$ cat config.mk
export PLATFORM = sky130hd
export DESIGN_NAME = adc_cfg_regs
export DESIGN_NICKNAME = d
export VERILOG_FILES = /design/src/verilog/adc_cfg_pkg.sv /design/src/verilog/serial_write_receiver.sv /design/src/verilog/adc_cfg_regs.sv
export SDC_FILE = /design/constraint.sdc
export NUM_CORES = 1
export LEC_CHECK = 0
export ABC_AREA = 1
export BUFFER_PORTS_ARGS = -buffer_cell sky130_fd_sc_hd__buf_4
export CAP_MARGIN = 20
export CORE_UTILIZATION = 35
export DETAILED_ROUTE_END_ITERATION = 10
export HOLD_SLACK_MARGIN = 0.06
export PLACE_DENSITY = 0.49
export SYNTH_ARGS = -nofsm -noshare
export SYNTH_HDL_FRONTEND = slang
export SYNTH_SLANG_ARGS = --single-unit
export TNS_END_PERCENT = 30
$ cat constraint.sdc
create_clock -name clk_sys -period 4.4 [get_ports clk_sys]
set_input_delay 0 -clock clk_sys [delete_from_list [all_inputs] [get_ports clk_sys]]
set_output_delay 0 -clock clk_sys [all_outputs]
set_load 0.05 [all_outputs]
$ cat src/verilog/adc_cfg_pkg.sv
// Constants, field layouts, reset values and state codes for the converter configuration block.
// Assumes a 40 MHz system clock and a serial host that writes 24-bit frames; shorter frames are dropped.
package adc_cfg_pkg;

   // ----------------------------------------------------------------
   // Serial frame layout
   // ----------------------------------------------------------------
   localparam int ADDR_W  = 8;
   localparam int DATA_W  = 16;
   localparam int FRAME_W = ADDR_W + DATA_W;

   // ----------------------------------------------------------------
   // Register addresses
   // ----------------------------------------------------------------
   localparam logic [7:0] ADDR_SOFT_RESET = 8'h00;
   localparam logic [7:0] ADDR_MODE_DIV   = 8'h31;
   localparam logic [7:0] ADDR_XBAR_12    = 8'h3A;
   localparam logic [7:0] ADDR_XBAR_34    = 8'h3B;
   localparam logic [7:0] ADDR_FS_TRIM    = 8'h55;

   // ----------------------------------------------------------------
   // Field positions and widths
   // ----------------------------------------------------------------
   localparam int SOFT_RESET_BIT = 0;
   localparam int MODE_LSB       = 0;
   localparam int MODE_W         = 3;
   localparam int DIV_LSB        = 8;
   localparam int DIV_W          = 2;
   localparam int SRC_LO_LSB     = 0;
   localparam int SRC_HI_LSB     = 8;
   localparam int SRC_W          = 5;
   localparam int TRIM_LSB       = 0;
   localparam int TRIM_W         = 6;

   // ----------------------------------------------------------------
   // Channel modes, divider codes and derived values
   // ----------------------------------------------------------------
   typedef enum logic [2:0] {
      MODE_SINGLE = 3'h1,
      MODE_DUAL   = 3'h2,
      MODE_QUAD   = 3'h4
   } channel_mode_t;

   localparam logic [1:0] DIV_BY_1 = 2'h0;
   localparam logic [1:0] DIV_BY_2 = 2'h1;
   localparam logic [1:0] DIV_BY_4 = 2'h2;
   localparam logic [1:0] DIV_BY_8 = 2'h3;

   localparam logic [3:0] BRANCHES_QUAD   = 4'h2;
   localparam logic [3:0] BRANCHES_DUAL   = 4'h4;
   localparam logic [3:0] BRANCHES_SINGLE = 4'h8;

   // Terminal counts of the sample clock divider, one per divider code.
   localparam logic [2:0] DIV_LIMIT_1 = 3'h0;
   localparam logic [2:0] DIV_LIMIT_2 = 3'h1;
   localparam logic [2:0] DIV_LIMIT_4 = 3'h3;
   localparam logic [2:0] DIV_LIMIT_8 = 3'h7;

   // Channel index of each unit, two bits per unit, unit one lowest.
   localparam logic [7:0] MAP_SINGLE = 8'h00;
   localparam logic [7:0] MAP_DUAL   = 8'h50;
   localparam logic [7:0] MAP_QUAD   = 8'hE4;

   // ----------------------------------------------------------------
   // Reset values
   // ----------------------------------------------------------------
   localparam logic [2:0] MODE_RESET     = MODE_QUAD;
   localparam logic [1:0] DIV_RESET      = DIV_BY_1;
   localparam logic [4:0] SRC_UNIT1_RESET = 5'h02;
   localparam logic [4:0] SRC_UNIT2_RESET = 5'h04;
   localparam logic [4:0] SRC_UNIT3_RESET = 5'h08;
   localparam logic [4:0] SRC_UNIT4_RESET = 5'h10;
   localparam logic [5:0] TRIM_RESET     = 6'h00;

   // ----------------------------------------------------------------
   // Serial receiver states
   // ----------------------------------------------------------------
   typedef enum logic [2:0] {
      RX_IDLE  = 3'h1,
      RX_SHIFT = 3'h2,
      RX_HOLD  = 3'h4
   } rx_state_t;

endpackage

$ cat src/verilog/serial_write_receiver.sv
// Serial write receiver: turns 24-bit host frames into one-cycle register writes.
// Assumes the host serial clock is slower than an eighth of clk_sys.
`timescale 1ns/1ps
module serial_write_receiver
   import adc_cfg_pkg::*;
#(
   parameter int AW = ADDR_W,
   parameter int DW = DATA_W
) (
   // Clock and reset
   input  wire logic          clk_sys,
   input  wire logic          resetn,
   // Serial pins
   input  wire logic          ser_clk,
   input  wire logic          ser_data,
   input  wire logic          ser_sel_n,
   // Write strobe and data
   output logic               wr_strobe,
   output logic [AW-1:0]      wr_addr,
   output logic [DW-1:0]      wr_data
);

   if (AW != ADDR_W || DW != DATA_W) begin : g_bad_width
      $error("serial_write_receiver: frame width does not match the package");
   end

   localparam int CW = $clog2(AW + DW + 1);
   localparam logic [CW-1:0] FRAME_BITS = CW'(AW + DW);

   typedef struct packed {
      logic [2:0]        s1;
      logic [2:0]        s2;
      logic [2:0]        s3;
      logic [2:0]        filt;
      rx_state_t         state;
      logic [CW-1:0]     count;
      logic [AW+DW-1:0]  shift;
      logic              strobe;
      logic [AW-1:0]     addr;
      logic [DW-1:0]     data;
   } rx_t;

   rx_t r_reg;
   rx_t r_next;

   // Bit 0 serial clock, bit 1 data, bit 2 select.
   always_comb begin
      r_next        = r_reg;
      r_next.strobe = 1'b0;
      r_next.s1     = {ser_sel_n, ser_data, ser_clk};
      r_next.s2     = r_reg.s1;
      r_next.s3     = r_reg.s2;
      for (int i = 0; i < 3; i++) begin
         if (r_reg.s2[i] == r_reg.s3[i]) begin
            r_next.filt[i] = r_reg.s3[i];
         end
      end
      case (r_reg.state)
         RX_IDLE: begin
            r_next.count = '0;
            if (!r_reg.filt[2]) begin
               r_next.state = RX_SHIFT;
            end
         end
         RX_SHIFT: begin
            if (r_reg.filt[2]) begin
               r_next.state = RX_IDLE;
            end else if (r_next.filt[0] && !r_reg.filt[0]) begin
               r_next.shift = {r_reg.shift[AW+DW-2:0], r_next.filt[1]};
               r_next.count = r_reg.count + CW'(1);
               if (r_reg.count == FRAME_BITS - CW'(1)) begin
                  r_next.strobe = 1'b1;
                  r_next.addr   = r_next.shift[AW+DW-1:DW];
                  r_next.data   = r_next.shift[DW-1:0];
                  r_next.state  = RX_HOLD;
               end
            end
         end
         RX_HOLD: begin
            if (r_reg.filt[2]) begin
               r_next.state = RX_IDLE;
            end
         end
         default: r_next.state = RX_IDLE;
      endcase
   end

   always_ff @(posedge clk_sys) begin
      if (!resetn) begin
         r_reg       <= '0;
         r_reg.s1    <= 3'h4;
         r_reg.s2    <= 3'h4;
         r_reg.s3    <= 3'h4;
         r_reg.filt  <= 3'h4;
         r_reg.state <= RX_IDLE;
      end else begin
         r_reg <= r_next;
      end
   end

   assign wr_strobe = r_reg.strobe;
   assign wr_addr   = r_reg.addr;
   assign wr_data   = r_reg.data;

endmodule

$ cat src/verilog/adc_cfg_regs.sv
// Configuration registers for mode, clock divider, input crossbar and full-scale trim.
// Assumes a serial host writing 24-bit frames and a power-down pin from the pad ring.
`timescale 1ns/1ps
module adc_cfg_regs
   import adc_cfg_pkg::*;
(
   // Clock and reset
   input  wire logic       clk_sys,
   input  wire logic       resetn,
   // Serial control pins
   input  wire logic       ser_clk,
   input  wire logic       ser_data,
   input  wire logic       ser_sel_n,
   // Power-down pin
   input  wire logic       power_down,
   // Mode and clocking
   output logic [2:0]      channel_mode,
   output logic [1:0]      clk_div_code,
   output logic            sample_tick,
   output logic [3:0]      branches_per_channel,
   output logic [7:0]      unit_channel_map,
   output logic            mode_change_pending,
   output logic            soft_reset_pulse,
   // Crossbar selects, one-hot over the four analog input pairs, all zero when the source code routed to the unit is invalid
   output logic [3:0]      crossbar_source_unit1,
   output logic [3:0]      crossbar_source_unit2,
   output logic [3:0]      crossbar_source_unit3,
   output logic [3:0]      crossbar_source_unit4,
   output logic            crossbar_code_error,
   // Full-scale trim
   output logic [5:0]      full_scale_trim
);

   // ----------------------------------------------------------------
   // Serial write receiver
   // ----------------------------------------------------------------
   logic              wr_strobe;
   logic [ADDR_W-1:0] wr_addr;
   logic [DATA_W-1:0] wr_data;

   serial_write_receiver #(
      .AW (ADDR_W),
      .DW (DATA_W)
   ) u_rx (
      .clk_sys   (clk_sys),
      .resetn    (resetn),
      .ser_clk   (ser_clk),
      .ser_data  (ser_data),
      .ser_sel_n (ser_sel_n),
      .wr_strobe (wr_strobe),
      .wr_addr   (wr_addr),
      .wr_data   (wr_data)
   );

   // ----------------------------------------------------------------
   // State
   // ----------------------------------------------------------------
   typedef struct packed {
      logic [2:0]            mode;
      logic [1:0]            div;
      logic [3:0][SRC_W-1:0] src;
      logic [TRIM_W-1:0]     trim;
      logic                  srst;
      logic [2:0]            div_cnt;
      logic                  tick;
      logic [3:0]            branches;
      logic [7:0]            chan_map;
      logic [3:0][3:0]       eff_src;
      logic                  code_err;
      logic                  pending;
      logic                  pd_s1;
      logic                  pd_s2;
      logic                  pd_s3;
      logic                  pd_filt;
   } cfg_t;

   cfg_t c_reg;
   cfg_t c_next;

   // Checks a five-bit source code: one bit set in 4..1 and bit 0 clear.
   function automatic logic src_valid(input logic [SRC_W-1:0] code);
      logic ok;
      ok = 1'b0;
      if (code[0] == 1'b0 && $countones(code[SRC_W-1:1]) == 1) begin
         ok = 1'b1;
      end
      return ok;
   endfunction

   always_comb begin
      logic [2:0]      limit;
      logic [3:0][3:0] hot;
      limit  = DIV_LIMIT_1;
      hot    = '0;
      c_next = c_reg;
      c_next.srst = 1'b0;

      // Power-down pin filter: follows the pin once second and third stage agree.
      c_next.pd_s1 = power_down;
      c_next.pd_s2 = c_reg.pd_s1;
      c_next.pd_s3 = c_reg.pd_s2;
      if (c_reg.pd_s2 == c_reg.pd_s3) begin
         c_next.pd_filt = c_reg.pd_s3;
      end

      // ----------------------------------------------------------------
      // Register writes
      // ----------------------------------------------------------------
      // No power-down gating
      if (wr_strobe) begin
         if (wr_addr == ADDR_SOFT_RESET) begin
            c_next.srst = wr_data[SOFT_RESET_BIT];
         end else if (wr_addr == ADDR_MODE_DIV) begin
            c_next.mode    = wr_data[MODE_LSB +: MODE_W];
            c_next.div     = wr_data[DIV_LSB +: DIV_W];
            c_next.pending = 1'b1;
         end else if (wr_addr == ADDR_XBAR_12) begin
            c_next.src[0] = wr_data[SRC_LO_LSB +: SRC_W];
            c_next.src[1] = wr_data[SRC_HI_LSB +: SRC_W];
         end else if (wr_addr == ADDR_XBAR_34) begin
            c_next.src[2] = wr_data[SRC_LO_LSB +: SRC_W];
            c_next.src[3] = wr_data[SRC_HI_LSB +: SRC_W];
         end else if (wr_addr == ADDR_FS_TRIM) begin
            c_next.trim = wr_data[TRIM_LSB +: TRIM_W];
         end
      end

      if (c_reg.srst) begin
         c_next.mode    = MODE_RESET;
         c_next.div     = DIV_RESET;
         c_next.src[0]  = SRC_UNIT1_RESET;
         c_next.src[1]  = SRC_UNIT2_RESET;
         c_next.src[2]  = SRC_UNIT3_RESET;
         c_next.src[3]  = SRC_UNIT4_RESET;
         c_next.trim    = TRIM_RESET;
         c_next.pending = 1'b1;
      end

      if (c_reg.pd_filt && !(wr_strobe && wr_addr == ADDR_MODE_DIV) && !c_reg.srst) begin
         c_next.pending = 1'b0;
      end

      // ----------------------------------------------------------------
      // Sample clock divider
      // ----------------------------------------------------------------
      // Divide by 1, 2, 4, 8
      case (c_reg.div)
         DIV_BY_1: limit = DIV_LIMIT_1;
         DIV_BY_2: limit = DIV_LIMIT_2;
         DIV_BY_4: limit = DIV_LIMIT_4;
         default:  limit = DIV_LIMIT_8;
      endcase
      if (c_reg.div_cnt >= limit) begin
         c_next.div_cnt = 3'h0;
         c_next.tick    = 1'b1;
      end else begin
         c_next.div_cnt = c_reg.div_cnt + 3'h1;
         c_next.tick    = 1'b0;
      end

      // ----------------------------------------------------------------
      // Mode decode and crossbar routing
      // ----------------------------------------------------------------
      c_next.code_err = 1'b0;
      for (int u = 0; u < 4; u++) begin
         if (!src_valid(c_next.src[u])) begin
            c_next.code_err = 1'b1;
         end else begin
            hot[u] = c_next.src[u][SRC_W-1:1];
         end
      end
      case (c_next.mode)
         MODE_SINGLE: begin
            c_next.branches = BRANCHES_SINGLE;
            c_next.chan_map = MAP_SINGLE;
            for (int u = 0; u < 4; u++) begin
               c_next.eff_src[u] = hot[0];
            end
         end
         MODE_DUAL: begin
            c_next.branches = BRANCHES_DUAL;
            c_next.chan_map = MAP_DUAL;
            for (int u = 0; u < 4; u++) begin
               c_next.eff_src[u] = (u < 2) ? hot[0] : hot[2];
            end
         end
         default: begin
            c_next.branches = BRANCHES_QUAD;
            c_next.chan_map = MAP_QUAD;
            for (int u = 0; u < 4; u++) begin
               c_next.eff_src[u] = hot[u];
            end
         end
      endcase
      if (c_next.mode != MODE_SINGLE && c_next.mode != MODE_DUAL
          && c_next.mode != MODE_QUAD) begin
         c_next.code_err = 1'b1;
      end
   end

   // ----------------------------------------------------------------
   // State register
   // ----------------------------------------------------------------
   always_ff @(posedge clk_sys) begin
      if (!resetn) begin
         c_reg          <= '0;
         c_reg.mode     <= MODE_RESET;
         c_reg.div      <= DIV_RESET;
         c_reg.src[0]   <= SRC_UNIT1_RESET;
         c_reg.src[1]   <= SRC_UNIT2_RESET;
         c_reg.src[2]   <= SRC_UNIT3_RESET;
         c_reg.src[3]   <= SRC_UNIT4_RESET;
         c_reg.trim     <= TRIM_RESET;
         c_reg.branches <= BRANCHES_QUAD;
         c_reg.chan_map <= MAP_QUAD;
         c_reg.eff_src  <= {SRC_UNIT4_RESET[SRC_W-1:1], SRC_UNIT3_RESET[SRC_W-1:1],
                            SRC_UNIT2_RESET[SRC_W-1:1], SRC_UNIT1_RESET[SRC_W-1:1]};
      end else begin
         c_reg <= c_next;
      end
   end

   // ----------------------------------------------------------------
   // Outputs
   // ----------------------------------------------------------------
   assign channel_mode          = c_reg.mode;
   assign clk_div_code          = c_reg.div;
   assign sample_tick           = c_reg.tick;
   assign branches_per_channel  = c_reg.branches;
   assign unit_channel_map      = c_reg.chan_map;
   assign mode_change_pending   = c_reg.pending;
   assign soft_reset_pulse      = c_reg.srst;
   assign crossbar_source_unit1 = c_reg.eff_src[0];
   assign crossbar_source_unit2 = c_reg.eff_src[1];
   assign crossbar_source_unit3 = c_reg.eff_src[2];
   assign crossbar_source_unit4 = c_reg.eff_src[3];
   assign crossbar_code_error   = c_reg.code_err;
   assign full_scale_trim       = c_reg.trim;

endmodule

# Word level (Yosys, flattened, before mapping)
# Index checks and enable logic that the tools add are counted.
# word_totals
reg_bits,139
input_bits,6
output_inout_bits,43
elab_cells,163
# op_classes
n_addsub,14
magnitude_cmp,1
eq_ne,30
muxes,43
bitwise_logic,12
n_reduce_logical,30
# op_table
cell,n
31-bit 2-to-1 mux,2
57-bit 2-to-1 mux,1
28-bit one-hot mux with 2 select lines,1
54-bit 2-to-1 mux,1
32-bit 2-to-1 mux,1
10-bit 2-to-1 mux,3
26-bit 2-to-1 mux,1
25-bit 2-to-1 mux,1
8-bit by 6-bit == test with 1-bit output (second input constant),3
3-bit by 1-bit == test with 1-bit output (second input constant),6
6-bit 2-to-1 mux,3
3-bit one-hot mux with 3 select lines,2
1-bit 2-to-1 mux,17
1-bit by 1-bit adder with 2-bit output,8
4-bit 2-to-1 mux,4
3-bit AND reduction,5
2-bit by 2-bit adder with 3-bit output,4
3-bit 2-to-1 mux,4
1-bit inverter,12
1-bit logical AND,10
5-bit one-hot mux with 2 select lines,1
3-bit by 1-bit != test with 1-bit output (second input constant),3
8-bit by 7-bit == test with 1-bit output (second input constant),1
8-bit zero test,1
21 further kinds,35

# Depth between registers and ports, before layout
# depth
depth_word,18
mapped_depth,20
mapped_depth_nobuf,20

# Hierarchy
# Synthesis repeated with hierarchy kept, for this count alone.
# unflattened
hier_cells,831
area_unflattened_um2,6180.9
# modules_own_cells
mod,n_inst,cells_per_inst,area_each_um2
adc_cfg_regs,1,489,3475.8
serial_write_receiver,1,342,2705.1

# Worst setup path before layout
# OpenSTA, ideal clock, no wires.
# synth_path
kind,register to register
start,"register c_reg, in the netlist soft_reset_pulse"
end,"register c_reg, in the netlist crossbar_code_error"
arrival_time_ps,2968
t_required_ps,4272
slack_ps,1304
path_stages_with_launch,14
n_path_buf,1
period_less_slack_ps,3096
path_cell_list,dfxtp_1 bufinv_16 clkbuf_1 nand2_1 fa_1 inv_1 ha_1 ha_1 nor3b_1 nand2_1 nor2_1 nand2_1 nor2_1 nor2_1
# synth_between
elab_chain_len,11
elab_cells_between_ends,39
cone_classes,12 x add/sub; 7 x eq/ne; 10 x mux; 4 x bitwise; 6 x reduce/logical
# synth_rtl
element,line,source
"start, declared",adc_cfg_regs.sv:77,cfg_t c_reg;
"start signal, assigned",adc_cfg_regs.sv:219,c_reg <= c_next;
31-bit 2-to-1 mux (*),adc_cfg_regs.sv:128,if (c_reg.srst) begin
1-bit by 1-bit adder with 2-bit output,adc_cfg_regs.sv:84,if (code[0] == 1'b0 && $countones(code[SRC_W-1:1]) == 1) begin
2-bit by 2-bit adder with 3-bit output,adc_cfg_regs.sv:84,
3-bit by 1-bit == test with 1-bit output,adc_cfg_regs.sv:84,
1-bit logical AND,adc_cfg_regs.sv:84,
1-bit 2-to-1 mux,adc_cfg_regs.sv:84,
1-bit 2-to-1 mux (4 in series),adc_cfg_regs.sv:166,if (!src_valid(c_next.src[u])) begin
1-bit 2-to-1 mux (*),adc_cfg_regs.sv:195,if (c_next.mode != MODE_SINGLE && c_next.mode != MODE_DUAL
# Mark *: on every way between the ends. The rest lies on a longest branch, timed or not.
# A chain may end at the register's enable or synchronous reset.

# Final worst setup path
# layout_path
start,"register u_rx.r_reg, in the netlist u_rx.wr_strobe"
end,"register c_reg, in the netlist crossbar_code_error"
# layout_between
elab_chain_len,12
elab_cells_between_ends,40
cone_classes,12 x add/sub; 7 x eq/ne; 11 x mux; 4 x bitwise; 6 x reduce/logical
# layout_rtl
element,line,source
"start, declared",serial_write_receiver.sv:43,rx_t r_reg;
"start signal, assigned",serial_write_receiver.sv:97,r_reg <= r_next;
32-bit 2-to-1 mux (*),adc_cfg_regs.sv:110,if (wr_strobe) begin
31-bit 2-to-1 mux (*),adc_cfg_regs.sv:128,
1-bit by 1-bit adder with 2-bit output,adc_cfg_regs.sv:84,
2-bit by 2-bit adder with 3-bit output,adc_cfg_regs.sv:84,
3-bit by 1-bit == test with 1-bit output,adc_cfg_regs.sv:84,
1-bit logical AND,adc_cfg_regs.sv:84,
1-bit 2-to-1 mux,adc_cfg_regs.sv:84,
1-bit 2-to-1 mux (4 in series),adc_cfg_regs.sv:166,
1-bit 2-to-1 mux (*),adc_cfg_regs.sv:195,
# Marked as above.

==> flow_metrics.tcl <==
set metrics [dict create \
    synth_top_area_share_pct 43.8 \
    synth_area_per_cell_um2 7.80 \
    area_growth_pct 16.1 \
    cpMostUsedCell "nor2_1" \
    clk_latency_ns 0.42 \
    r2r-start "u_rx.wr_strobe$_SDFF_PP0_" \
    die_y_um 130 \
    cp_top_family "simple AND/OR/NAND/NOR gates" \
    grtUsageTotal_pct 16.0 \
    cts_buffers 17 \
    rsz0062_at_grt "false" \
    final-seq-area_mm2 0.00250 \
    clock_sinks 125 \
    synth.top_cells.by_area "dfxtp_1 (44%), nand2_1 (8.0%), inv_1 (6.0%), nor2_1 (5.9%), buf_4 (5.3%)" \
    postCtsSetupRepairBufs 0 \
    vdd_drop_max_uv 373 \
    netlist.top_cell.by_area "dfxtp_1" \
    ctsLongestPathBuffers 2 \
    dr.max_layer_used "met4" \
    die_x_um 130 \
    boundaryPins 49 \
    hold_viol 0 \
    fin_area_mm2 0.00663 \
    dp_slack_ns 0.847 \
    critPathKind "reg2reg" \
    crit_fanout 19 \
    power_density_mw_per_mm2 413 \
    hold_path_depth 4 \
    grt_pass1_vias 4214 \
    clk_pin_slew_worst_paths_ns 0.06 \
    slew_violations 0 \
    drtIter0Drc 267 \
    worstPathArrival_ns 3.84 \
    synth_cell_types 45 \
    met3_length_um 493 \
    grt_pass1_wl_um 20200 \
    reg2reg_depth 15 \
    ys_seq_area_share_pct 43.8 \
    grt_max_degree 62 \
    cp_num_buf_inv 3 \
    wl_per_cell_um 12.7 \
    synth_flop_cell "dfxtp_1" \
    syn_area_mm2 0.00571 \
    core_region_area_mm2 0.0159 \
    postPlaceCellArea_mm2 0.00592 \
    multi_input_area_mm2 0.00240 \
    worst_slack_ns 0.865 \
    fin_worst_skew_ns 0.00691 \
    drive_gt1_share_pct 16.7 \
    rows 46 \
    status "finished clean" \
    startpoint_type "flop" \
    whs_ns 0.311 \
    gp_congestion 0.799 \
    initial_core_util_pct 35.9 \
    finalNetCount 766 \
    ant_nets 0 \
    drc_errors 0 \
    hpwl_um 8620 \
    final_cell_mix "dfxtp_1 (125), nand2_1 (122), inv_1 (92)" \
    timing.reg2reg.setup_slack_ns 0.86 \
    final_common_cell "dfxtp_1" \
    hp-start "ser_data" \
    largest_reg_flops 37 \
    grt.overflow.total 0 \
    route.vias.total 4403 \
    period_share_pct 80.3 \
    drv_cap 0 \
    async_reset_ff_share_pct 0 \
    r2r_end "crossbar_code_error$_SDFF_PN0_" \
    worstMarginPinSlew_ns 0.706 \
    dieArea_mm2 0.0168 \
    crit_path_end_kind "flop" \
    cp_slowest_stage_delay_ns 0.75 \
    final_core_util_pct 41.7 \
    crit_chain "inv_2 -> nor2_4 -> nand2_4 -> inv_2 -> o211ai_1 -> fa_1 -> inv_1 -> ha_1 -> ha_1 -> nor3b_1 -> nand2_1 -> nor2_1 -> nand2_1 -> nor2_1 -> nor2_1" \
    htreeDepth 4 \
    port_buffers 44 \
    dr.pass1.iters 4 \
    synth-edff-count 0 \
    routed_wl_um 12400 \
    antenna_found_initial 0 \
    p_leak_nw 3.00 \
    fin_crit_ns 3.54 \
    setup_tns_ns 0 \
    clockRootBuffer "clkbuf_16" \
    ys_warn_count 0 \
    max_freq_mhz 283 \
    cp_slowest_cell "dfxtp_1" \
    ys_ff_latch 125 \
    antenna_cells 0 \
    relSlewSlack_pct 52.9 \
    worst_ep_required_time_ns 4.70 \
    synth_cells 732 \
    holdPathEnd "u_rx.r_next[64]$_SDFF_PN0_" \
    n_fill_cell 1630 \
    setup_violations 0 \
    wl_met2_um 5870 \
    drt-met1-wl_um 5870 \
    cts_tree "yes" \
    vias_per_cell 4.53 \
    hp-class "in2reg" \
]
==> cells in the mapped netlist (2+ instances only) <==
cell type    n
buf_4       40
buf_2        3
clkbuf_1    14
o211ai_1     5
nor2_1      90
nor2_2       5
nor3b_1      6
o21ai_0     42
nor2_4       5
or2_2        4
fa_1         4
nand2_1    122
nand3_4      2
nor2_8       2
dfxtp_1    125
a21oi_1     42
buf_1        2
a211oi_1    11
inv_1       92
nand4_1      4
nand3_2      7
nand3_1     44
nor3_1       7
ha_1        13
inv_2        8
nand2_2      9
nand2_4      5
nand3b_1     2
==> repair_timing <==
item                                   in CTS  in global routing
gates resized for setup                     0                  0
endpoints found under the hold margin       5                  0
hold buffers                                5                  0
setup endpoints to repair                   0                  0
==> metrics by stage <==
step / instances / total power [mW]
2_1_floorplan: 735 / 1.20
3_3_place_gp: 935 / 1.21
3_5_place_dp: 935 / 1.21
4_1_cts: 972 / 2.77
5_1_grt: 972 / 2.83
6_report: 972 / 2.74
==> worst max-delay path by stage <==
| stage | start | endpoint | slack, ns | cells after the start |
|---|---|---|---|---|
| finish | u_rx.wr_strobe$_SDFF_PP0_ | crossbar_code_error$_SDFF_PN0_ | 0.86 | 15 |
| global route | u_rx.wr_strobe$_SDFF_PP0_ | crossbar_source_unit2[3]$_SDFF_PN0_ | 0.52 | 15 |
| CTS | u_rx.wr_strobe$_SDFF_PP0_ | crossbar_code_error$_SDFF_PN0_ | 0.84 | 15 |
| detailed placement | u_rx.wr_strobe$_SDFF_PP0_ | crossbar_code_error$_SDFF_PN0_ | 0.85 | 15 |
| global placement | u_rx.wr_strobe$_SDFF_PP0_ | crossbar_source_unit2[2]$_SDFF_PN0_ | 0.97 | 17 |
| floorplan | soft_reset_pulse$_SDFF_PN0_ | crossbar_code_error$_SDFF_PN0_ | 1.30 | 13 |
==> worst min-delay path, delay by kind of cell <==
family                 cells  cell delay [ns]
AND/OR/NAND/NOR            1             0.04
buffers and inverters      3             0.67
==> power by group <==
group	total, mW	internal [mW]	switching [mW]
clock network	1.55	1.05	0.501
logic	0.0461	0.0120	0.0341
registers	1.14	1.14	0.00193
total	2.74	2.20	0.537
==> metal layers <==
layer	global-route usage [%]	vias up
met3	4.67	11
met4	5.95	0
met5	0	-
met2	26.2	68
met1	19.8	2017
li1	-	2307
==> logic make-up after synthesis <==
group	Yosys count	share of synthesized area [%]
buf+inv	163	14.4
other cells	1	0.0657
xor+xnor	1	0.153
compound gates	107	10.3
fa+ha+maj	17	4.25
flops	125	43.8
simple gates	318	27.0
==> cell type report <==
cell class / instances / share of cell area [%]
tap: 216 / 4.08
clock inverter: 10 / 2.79
sequential: 125 / 37.7
clock buffer: 22 / 7.15
multi-input combinational: 447 / 36.2
timing repair buffer: 51 / 5.96
inverter: 101 / 6.11
Power figures use the tool's default switching activity.
